<file path="config.mk">
export PLATFORM = sky130hd
export DESIGN_NAME = cis_top
export DESIGN_NICKNAME = d
export VERILOG_FILES = /design/src/design/cis_pkg.sv /design/src/design/cis_top.sv
export SDC_FILE = /design/constraint.sdc
export NUM_CORES = 1
export LEC_CHECK = 0
export ABC_AREA = 1
export BUFFER_PORTS_ARGS = -buffer_cell sky130_fd_sc_hd__buf_2
export CORE_MARGIN = 5
export CORE_UTILIZATION = 52
export CTS_BUF_LIST = sky130_fd_sc_hd__clkbuf_16
export CTS_CLUSTER_SIZE = 24
export DETAILED_ROUTE_END_ITERATION = 16
export HOLD_SLACK_MARGIN = 0.12
export PLACE_DENSITY = 0.83
export REMOVE_ABC_BUFFERS = 1
export SLEW_MARGIN = 20
export SYNTH_ARGS = -nofsm -noshare
export SYNTH_HDL_FRONTEND = slang
export SYNTH_SLANG_ARGS = --single-unit
</file>
<file path="constraint.sdc">
create_clock -name pclk -period 3.1 [get_ports pclk]
set_input_delay 0.62 -clock pclk [delete_from_list [all_inputs] [get_ports pclk]]
set_output_delay 0.62 -clock pclk [all_outputs]
set_load 0.01 [all_outputs]
</file>
<file path="src/design/cis_pkg.sv">
// Constants, register map and types for the core interrupt source block
package cis_pkg;

  localparam int ADDR_W = 8;
  localparam int DATA_W = 32;
  localparam int PORT_W = 8;
  localparam int PC_W   = 13;
  localparam int EV_W   = 4;

  // Register byte offsets
  localparam logic [ADDR_W-1:0] OFF_CORE_CTL  = 8'h00;
  localparam logic [ADDR_W-1:0] OFF_PFLAGS1   = 8'h04;
  localparam logic [ADDR_W-1:0] OFF_PFLAGS2   = 8'h08;
  localparam logic [ADDR_W-1:0] OFF_PENABLE1  = 8'h0C;
  localparam logic [ADDR_W-1:0] OFF_PENABLE2  = 8'h10;
  localparam logic [ADDR_W-1:0] OFF_OPTION    = 8'h14;
  localparam logic [ADDR_W-1:0] OFF_PIN_MASK  = 8'h18;
  localparam logic [ADDR_W-1:0] OFF_TICK      = 8'h1C;
  localparam logic [ADDR_W-1:0] OFF_PORT      = 8'h20;
  localparam logic [ADDR_W-1:0] OFF_SLEEP     = 8'h24;
  localparam logic [ADDR_W-1:0] OFF_EV_STATUS = 8'h28;
  localparam logic [ADDR_W-1:0] OFF_EV_CLEAR  = 8'h2C;
  localparam logic [ADDR_W-1:0] OFF_EV_ENABLE = 8'h30;

  // Core control bit positions
  localparam int B_GLOBAL_EN  = 7;
  localparam int B_PERIPH_EN  = 6;
  localparam int B_TIMER_EN   = 5;
  localparam int B_EXT_EN     = 4;
  localparam int B_PORT_EN    = 3;
  localparam int B_TIMER_FLAG = 2;
  localparam int B_EXT_FLAG   = 1;
  localparam int B_PORT_FLAG  = 0;

  // Other field positions
  localparam int B_EDGE_POL   = 0;
  localparam int B_SLEEP      = 0;
  localparam int B_SLEEP_ARM  = 1;
  localparam int B_EV_EXT     = 0;
  localparam int B_EV_TIMER   = 1;
  localparam int B_EV_PORT    = 2;
  localparam int B_EV_WAKE    = 3;

  // Reset values
  localparam logic [7:0]        RST_CORE_CTL = 8'h00;
  localparam logic [7:0]        RST_PFLAGS   = 8'h00;
  localparam logic [7:0]        RST_PENABLE  = 8'h00;
  localparam logic [7:0]        RST_OPTION   = 8'h01;
  localparam logic [PORT_W-1:0] RST_PIN_MASK = 8'h00;
  localparam logic [7:0]        RST_TICK     = 8'h00;
  localparam logic [EV_W-1:0]   RST_EV       = 4'h0;

  // Implemented bits of the second peripheral pair
  localparam logic [7:0] PFLAGS2_IMPL = 8'hF5;

  localparam logic [7:0]      TICK_MAX    = 8'hFF;
  localparam logic [PC_W-1:0] VECTOR_ADDR = 13'h0004;
  localparam logic [PC_W-1:0] RST_PC      = 13'h0000;

  // Quarter phases of one instruction cycle
  typedef enum logic [1:0] {Q1, Q2, Q3, Q4} cis_phase_t;

endpackage

</file>
<file path="src/design/cis_top.sv">
// Interrupt flags, enables, wake-up and APB register file of the core interrupt sources
//
// Added by the designer: the APB slave port and the placing of the registers.
`timescale 1ns/1ns
// Function
// The external pin interrupt reacts only to a rising edge when polarity is one, falling when zero.
// A valid edge of the selected polarity on the external pin sets the external pin flag.
// With its enable clear the external pin flag raises no interrupt request.
// Software clears the external pin flag itself, hardware never clears it.
// A valid external edge wakes the core from sleep if its enable was set before sleep.
// After wake-up the core branches to vector 0004h only with global enable set, else goes on.
// The 8-bit tick counter wrapping from FFh to 00h sets the timer wrap flag.
// The timer wrap enable gates whether the timer wrap flag requests an interrupt.
// Any level change on an enabled pin of the second port sets the port change flag.
// The port change enable gates whether the port change flag requests an interrupt.
// A port pin joins change detection only when its per-pin mask bit is set.
// A pin change coinciding with the port read at the start of Q2 may be lost.
// The external pin flag is set only during the Q4 to Q1 phases.
// The request is the OR of flag-and-enable pairs, peripherals under their enable, all under global.
module cis_top
  import cis_pkg::*;
#(
  parameter int PW = cis_pkg::PORT_W
) (
  input  wire logic                       pclk,
  input  wire logic                       presetn,
  input  wire logic                       psel,
  input  wire logic                       penable,
  input  wire logic                       pwrite,
  input  wire logic [cis_pkg::ADDR_W-1:0] paddr,
  input  wire logic [cis_pkg::DATA_W-1:0] pwdata,
  input  wire logic [3:0]                 pstrb,
  output logic      [cis_pkg::DATA_W-1:0] prdata,
  output logic                            pready,
  output logic                            pslverr,
  input  wire logic                       ext_irq_pin,
  input  wire logic [PW-1:0]              second_io_port,
  input  wire logic [7:0]                 periph_set_one,
  input  wire logic [7:0]                 periph_set_two,
  output logic                            core_irq_req,
  output logic                            sleeping,
  output logic                            wake_pulse,
  output logic                            vector_branch,
  output logic                            resume_next,
  output logic      [cis_pkg::PC_W-1:0]   vector_addr,
  output logic                            irq
);

  import cis_pkg::*;

  function automatic logic [DATA_W-1:0] zx8(input logic [7:0] v);
    zx8 = {24'h00_0000, v};
  endfunction

  function automatic logic [PW:0] agree(input logic [PW:0] a, input logic [PW:0] b,
                                        input logic [PW:0] old);
    agree = (~(a ^ b) & b) | ((a ^ b) & old);
  endfunction

  logic [PW:0]        s1_reg, s2_reg, s3_reg, filt_reg, filt_next;
  cis_phase_t         phase_reg, phase_next;
  logic [7:0]         ctl_reg, ctl_next;
  logic [7:0]         pfl1_reg, pfl1_next, pfl2_reg, pfl2_next;
  logic [7:0]         pen1_reg, pen1_next, pen2_reg, pen2_next;
  logic [7:0]         opt_reg, opt_next;
  logic [PW-1:0]      mask_reg, mask_next, latch_reg, latch_next;
  logic [7:0]         tick_reg, tick_next;
  logic               ext_prev_reg, ext_prev_next, ext_pend_reg, ext_pend_next;
  logic               rd_pend_reg, rd_pend_next;
  logic               sleep_reg, sleep_next, arm_reg, arm_next;
  logic               wake_reg, wake_next, vbr_reg, vbr_next, res_reg, res_next;
  logic [PC_W-1:0]    vaddr_reg, vaddr_next;
  logic [EV_W-1:0]    evst_reg, evst_next, even_reg, even_next;
  logic               irq_reg, irq_next, req_reg, req_next;
  logic [DATA_W-1:0]  prdata_reg, prdata_next;
  logic               pready_reg, pready_next, pslverr_reg, pslverr_next;

  logic               ack, wr, ext_f, ext_edge, ext_commit, latch_upd, mism;
  logic               rb_set, t0_set, tick_en, wake, tick_wr;
  logic               t_ext, t_tmr, t_port, t_per;
  logic [PW-1:0]      port_f;
  logic [DATA_W-1:0]  rd_val;
  logic               rd_hit;

  always_comb begin
    filt_next = agree(s2_reg, s3_reg, filt_reg);
    ext_f     = filt_reg[0];
    port_f    = filt_reg[PW:1];
    unique case (phase_reg)
      Q1: phase_next = Q2;
      Q2: phase_next = Q3;
      Q3: phase_next = Q4;
      Q4: phase_next = Q1;
    endcase
    tick_en = (phase_reg == Q4);

    ack = psel && penable && pready_reg;
    wr  = ack && pwrite && pstrb[0];

    // Edge of selected polarity only, on the filtered pin
    ext_edge      = opt_reg[B_EDGE_POL] ? (ext_f && !ext_prev_reg)
                                        : (!ext_f && ext_prev_reg);
    ext_prev_next = ext_f;
    // Pending edge waits for the Q4..Q1 window
    ext_commit    = (ext_pend_reg || ext_edge) && (phase_reg == Q4 || phase_reg == Q1);
    ext_pend_next = (ext_pend_reg || ext_edge) && !ext_commit;

    // Port mismatch latch refreshed at Q2 after a port read; a change then is swallowed
    latch_upd  = rd_pend_reg && (phase_reg == Q2);
    mism       = |((port_f ^ latch_reg) & mask_reg);
    rb_set     = mism && !latch_upd;
    latch_next = latch_upd ? port_f : latch_reg;
    rd_pend_next = (rd_pend_reg && !latch_upd) ||
                   (ack && !pwrite && paddr == OFF_PORT);

    tick_wr   = wr && paddr == OFF_TICK;
    t0_set    = tick_en && tick_reg == TICK_MAX && !tick_wr;
    tick_next = tick_wr ? pwdata[7:0] : (tick_en ? tick_reg + 8'h01 : tick_reg);

    ctl_next  = (wr && paddr == OFF_CORE_CTL) ? pwdata[7:0] : ctl_reg;
    // Hardware sets win over a software clear in the same cycle
    ctl_next[B_EXT_FLAG]   = ctl_next[B_EXT_FLAG] | ext_commit;
    ctl_next[B_TIMER_FLAG] = ctl_next[B_TIMER_FLAG] | t0_set;
    ctl_next[B_PORT_FLAG]  = ctl_next[B_PORT_FLAG] | rb_set;

    pfl1_next = ((wr && paddr == OFF_PFLAGS1) ? pwdata[7:0] : pfl1_reg) | periph_set_one;
    pfl2_next = (((wr && paddr == OFF_PFLAGS2) ? pwdata[7:0] : pfl2_reg) | periph_set_two)
                & PFLAGS2_IMPL;
    pen1_next = (wr && paddr == OFF_PENABLE1) ? pwdata[7:0] : pen1_reg;
    pen2_next = ((wr && paddr == OFF_PENABLE2) ? pwdata[7:0] : pen2_reg) & PFLAGS2_IMPL;
    opt_next  = (wr && paddr == OFF_OPTION) ? pwdata[7:0] : opt_reg;
    mask_next = (wr && paddr == OFF_PIN_MASK) ? pwdata[PW-1:0] : mask_reg;

    // Wake needs the enable as it stood when sleep began
    wake       = sleep_reg && arm_reg && ext_commit;
    sleep_next = sleep_reg;
    arm_next   = arm_reg;
    if (wr && paddr == OFF_SLEEP && pwdata[B_SLEEP] && !sleep_reg) begin
      sleep_next = 1'b1;
      arm_next   = ctl_reg[B_EXT_EN];
    end
    if (wake) begin
      sleep_next = 1'b0;
    end
    wake_next  = wake;
    // Branch decision follows the wake pulse by one cycle
    vbr_next   = wake_reg && ctl_reg[B_GLOBAL_EN];
    res_next   = wake_reg && !ctl_reg[B_GLOBAL_EN];
    vaddr_next = vbr_next ? VECTOR_ADDR : vaddr_reg;

    t_ext    = ctl_reg[B_EXT_FLAG] && ctl_reg[B_EXT_EN];
    t_tmr    = ctl_reg[B_TIMER_FLAG] && ctl_reg[B_TIMER_EN];
    t_port   = ctl_reg[B_PORT_FLAG] && ctl_reg[B_PORT_EN];
    t_per    = ctl_reg[B_PERIPH_EN] && (|(pfl1_reg & pen1_reg) || |(pfl2_reg & pen2_reg));
    req_next = ctl_reg[B_GLOBAL_EN] && (t_ext || t_tmr || t_port || t_per);

    evst_next = evst_reg;
    if (wr && paddr == OFF_EV_CLEAR) begin
      evst_next = evst_reg & ~pwdata[EV_W-1:0];
    end
    evst_next = evst_next | {wake, rb_set, t0_set, ext_commit};
    even_next = (wr && paddr == OFF_EV_ENABLE) ? pwdata[EV_W-1:0] : even_reg;
    irq_next  = |(evst_next & even_next);

    rd_hit = 1'b1;
    unique case (paddr)
      OFF_CORE_CTL:  rd_val = zx8(ctl_reg);
      OFF_PFLAGS1:   rd_val = zx8(pfl1_reg);
      OFF_PFLAGS2:   rd_val = zx8(pfl2_reg);
      OFF_PENABLE1:  rd_val = zx8(pen1_reg);
      OFF_PENABLE2:  rd_val = zx8(pen2_reg);
      OFF_OPTION:    rd_val = zx8(opt_reg);
      OFF_PIN_MASK:  rd_val = zx8(8'(mask_reg));
      OFF_TICK:      rd_val = zx8(tick_reg);
      OFF_PORT:      rd_val = zx8(8'(port_f));
      OFF_SLEEP:     rd_val = zx8({6'b00_0000, arm_reg, sleep_reg});
      OFF_EV_STATUS: rd_val = zx8({4'h0, evst_reg});
      OFF_EV_CLEAR:  rd_val = zx8(8'h00);
      OFF_EV_ENABLE: rd_val = zx8({4'h0, even_reg});
      default: begin
        rd_val = 32'h0000_0000;
        rd_hit = 1'b0;
      end
    endcase
    // One wait state: data and error are registered in the same cycle as pready
    pready_next  = psel && penable && !pready_reg;
    prdata_next  = pready_next ? (pwrite ? 32'h0000_0000 : rd_val) : prdata_reg;
    pslverr_next = pready_next ? !rd_hit : 1'b0;
  end

  always_ff @(posedge pclk or negedge presetn) begin
    if (!presetn) begin
      s1_reg       <= '0;
      s2_reg       <= '0;
      s3_reg       <= '0;
      filt_reg     <= '0;
      phase_reg    <= Q1;
      ctl_reg      <= RST_CORE_CTL;
      pfl1_reg     <= RST_PFLAGS;
      pfl2_reg     <= RST_PFLAGS;
      pen1_reg     <= RST_PENABLE;
      pen2_reg     <= RST_PENABLE;
      opt_reg      <= RST_OPTION;
      mask_reg     <= RST_PIN_MASK;
      latch_reg    <= '0;
      tick_reg     <= RST_TICK;
      ext_prev_reg <= 1'b0;
      ext_pend_reg <= 1'b0;
      rd_pend_reg  <= 1'b0;
      sleep_reg    <= 1'b0;
      arm_reg      <= 1'b0;
      wake_reg     <= 1'b0;
      vbr_reg      <= 1'b0;
      res_reg      <= 1'b0;
      vaddr_reg    <= RST_PC;
      evst_reg     <= RST_EV;
      even_reg     <= RST_EV;
      irq_reg      <= 1'b0;
      req_reg      <= 1'b0;
      prdata_reg   <= 32'h0000_0000;
      pready_reg   <= 1'b0;
      pslverr_reg  <= 1'b0;
    end else begin
      s1_reg       <= {second_io_port, ext_irq_pin};
      s2_reg       <= s1_reg;
      s3_reg       <= s2_reg;
      filt_reg     <= filt_next;
      phase_reg    <= phase_next;
      ctl_reg      <= ctl_next;
      pfl1_reg     <= pfl1_next;
      pfl2_reg     <= pfl2_next;
      pen1_reg     <= pen1_next;
      pen2_reg     <= pen2_next;
      opt_reg      <= opt_next;
      mask_reg     <= mask_next;
      latch_reg    <= latch_next;
      tick_reg     <= tick_next;
      ext_prev_reg <= ext_prev_next;
      ext_pend_reg <= ext_pend_next;
      rd_pend_reg  <= rd_pend_next;
      sleep_reg    <= sleep_next;
      arm_reg      <= arm_next;
      wake_reg     <= wake_next;
      vbr_reg      <= vbr_next;
      res_reg      <= res_next;
      vaddr_reg    <= vaddr_next;
      evst_reg     <= evst_next;
      even_reg     <= even_next;
      irq_reg      <= irq_next;
      req_reg      <= req_next;
      prdata_reg   <= prdata_next;
      pready_reg   <= pready_next;
      pslverr_reg  <= pslverr_next;
    end
  end

  assign prdata        = prdata_reg;
  assign pready        = pready_reg;
  assign pslverr       = pslverr_reg;
  assign core_irq_req  = req_reg;
  assign sleeping      = sleep_reg;
  assign wake_pulse    = wake_reg;
  assign vector_branch = vbr_reg;
  assign resume_next   = res_reg;
  assign vector_addr   = vaddr_reg;
  assign irq           = irq_reg;
endmodule

</file>
==> impl_results.md <==
- Fill count: 1099
- Clock Latency Late Sink: 0.42 ns
- Cells after synthesis: ~740
- Longest Clk Path Bufs: 2
- Initial core utilization: 53.3%
- PortBufs: 61
- CTS HTree Levels: 4
- CP arrival: approximately 2.2 ns
- Core Area: 0.0121 mm^2
- Vias in the first global route: 4965
- CP most frequent cell: nand2_1
- Largest net degree at the start of global routing: 59
- TritonCTS clock tree: done
- Hold Path Class: in2async
- Register clock-pin slew on the reported worst setup and hold paths: around 0.060 ns
- Final nets: 889
- #FFs+latches synth: 135
- Overall routed net length: 15200 um
- I/O pins: 127
- Max-slew headroom: 66.0%
- Worst path slowest cell: nor2_4
- Critical path class: in2reg
- Number of post-CTS setup repair buffers: 0
- Total chip power: 4010 uW
- Layout cells sized above 1: 17.0%
- Final setup viols: 0
- Tcrit/Tclk final: between 50% and 60%
- Overflow after GRT: 0
- Die area: 0.0147 mm^2
- Syn_area_per_cell: 8.74 um^2
- Routed Antenna Nets: 0
- Clock Tree Root: clkbuf_16
- Site row count: 40
- CP peak stage delay: 0.24 ns
- Mapped Area: between 0.006 and 0.007 mm^2
- Req. time, crit path: between 3 and 4 ns
- RSZ-0062 raised after global routing: no
- Die Span X: 121 um
- Asr flop ratio synth: 100%
- Startpoint class of the critical path: primary input
- Post-DP HPWL: ~11000 um
- Setup_tns: 0 ns
- Seq/Total Area, Yosys: 52.4%
- Crit path time final: 1.84 ns
- Total GRT Usage: 21.8%
- Actual slew at the worst max-slew pin: around 0.51 ns
- Max Fclk: 542 MHz
- Placer Congestion: 0.980
- # clock sinks: 135
- Initial antenna violation count: 0
- CP endpoint kind: flip-flop
- Drt drc: 0
- Skew final: 0.0102 ns
- Via count: 5160
- First-pass GRT wire length: between 20000 and 25000 um
- Post-synth EDFFs: 0
- Hold-fix buffers, CTS: 0
- DRT iter0 DRCs: 416
- Slew Limit Fails: 0
- Total iterations of the first detailed-routing run: 6
- Count of cell types in the netlist: 38
- WL/cell: around 15 um
- Synth warn: 0
- Routed vias/inst: 5.21
- Layout area overhead: 14.2%
- Fin. Hold Viols: 0
- Post-synth top flop: dfrtp_1
- ANT cells: 0
- Peak VDD IR: about 0.28 mV
- Cell Chain, Critical Path: buf_2 -> inv_1 -> nand2_1 -> nor2_4 -> nand2_2 -> inv_2 -> nand2_2 -> nand2_1 -> nand2_1 -> nand2_1 -> nand2_1 -> nor2_1 -> nand2_1
- Max Cap Viol: 0
- CTS buffer count: 17
- Die Y: 121 um
- Cts repair resizes: 0
- CP max FO: 12
- Status: finished clean
- Lkg Pwr: 0.00374 uW
- Power Dens Cells: between 500 and 600 mW/mm^2
synth_stat cells, types with 2 or more instances:
cell	number	area share (%)
nand2_1	219	13
dfrtp_1	134	52
nand3_1	70	5.4
nor2_1	52	3.0
inv_1	46	2.7
buf_4	37	4.3
o21ai_0	32	2.5
o21ai_1	28	2.2
a21oi_1	21	1.6
nor2_4	11	1.9
maj3_1	9	1.4
buf_6	7	1.2
inv_2	7	0.41
nand2_2	7	0.68
mux2_2	6	1.0
o211ai_1	6	0.70
ha_1	5	0.97
or2_2	5	0.48
xor2_1	4	0.54
a22o_1	3	0.41
buf_2	3	0.23
nand2_4	3	0.52
nand3_2	3	0.47
nor3_1	3	0.23
nor4_1	3	0.29
nor2_2	2	0.19
layer usage:
layer | track usage [%] | up-vias | wire, um
met3 | 6.15 | 44 | 1240
li1 | - | 2479 | -
met2 | 31.4 | 228 | 6620
met4 | 11.7 | 0 | 660
met1 | 29.7 | 2409 | 6670
met5 | 0 | - | 0
cell type report:
class | instances | area (um^2) | share of cell area, %
inverters | 54 | 205 | 2.79
well taps | 168 | 210 | 2.85
clock inverters | 15 | 164 | 2.23
flip-flops and latches | 135 | 3380 | 45.9
clock buffers | 17 | 425 | 5.78
multi-input cells | 537 | 2630 | 35.7
repair buffers | 65 | 354 | 4.81
where the power goes:
group          total, uW  switching (uW)  internal [uW]
Clock               1980             732           1250
Sequential          1830            31.0           1800
Combinational        192             136           56.6
cells by family after synthesis:
logic type                 after synthesis  synth area share, %
xor gates and xnor gates                 5                0.679
adders and majority gates               14                 2.37
muxes                                    6                 1.05
buffers and inverters                  101                 8.94
other                                    1               0.0581
and+or+nand+nor                        383                 26.8
AOI/OAI and AO/OA                       93                 7.74
DFF                                    135                 52.4
cell usage in the layout, fill, tap and decap left out, drive strengths merged, types with 2 or more instances in the layout:
master    count
nor2         66
inv          59
mux2          6
buf          65
nand2       229
dfrtp       134
clkinv        5
o21ai        60
clkinvlp      2
bufinv        3
xor2          4
conb         36
o211ai        6
nand3        73
nor4          3
a22o          3
ha            5
maj3          9
clkbuf       17
nor3          4
or2           5
a21oi        21
worst paths after layout:
| check | from | end | slack [ns] | cells after the start |
|---|---|---|---|---|
| hold / removal | presetn | s1_reg[5] | 0.16 | 1 |
| hold reg to reg | s1_reg[0] | s2_reg[0] | 0.33 | 0 |
| max in group asynchronous | presetn | s1_reg[0] | 2.21 | 2 |
| setup reg to reg | pready | irq | 1.34 | 9 |
| setup / recovery | paddr[0] | irq | 1.26 | 13 |
| min in group pclk | second_io_port[3] | s1_reg[4] | 0.30 | 1 |
critical path, delay by kind of cell:
kind          cells  cell delay (ns)
buf+inv           3             0.30
simple gates     10             1.22
through the flow:
stage               cells  hold WS [ns]  util [%]  setup WS (ns)  area, um^2
floorplan             726         0.324         -           1.25        6210
global placement      959         0.331      55.9          0.897        6780
detailed placement    959         0.336      55.9          0.882        6780
CTS                   991         0.164      60.8           1.31        7360
global route          991         0.185      60.8           1.06        7360
finish                991         0.158      60.8           1.26        7360
Power figures use the tool's default switching activity.
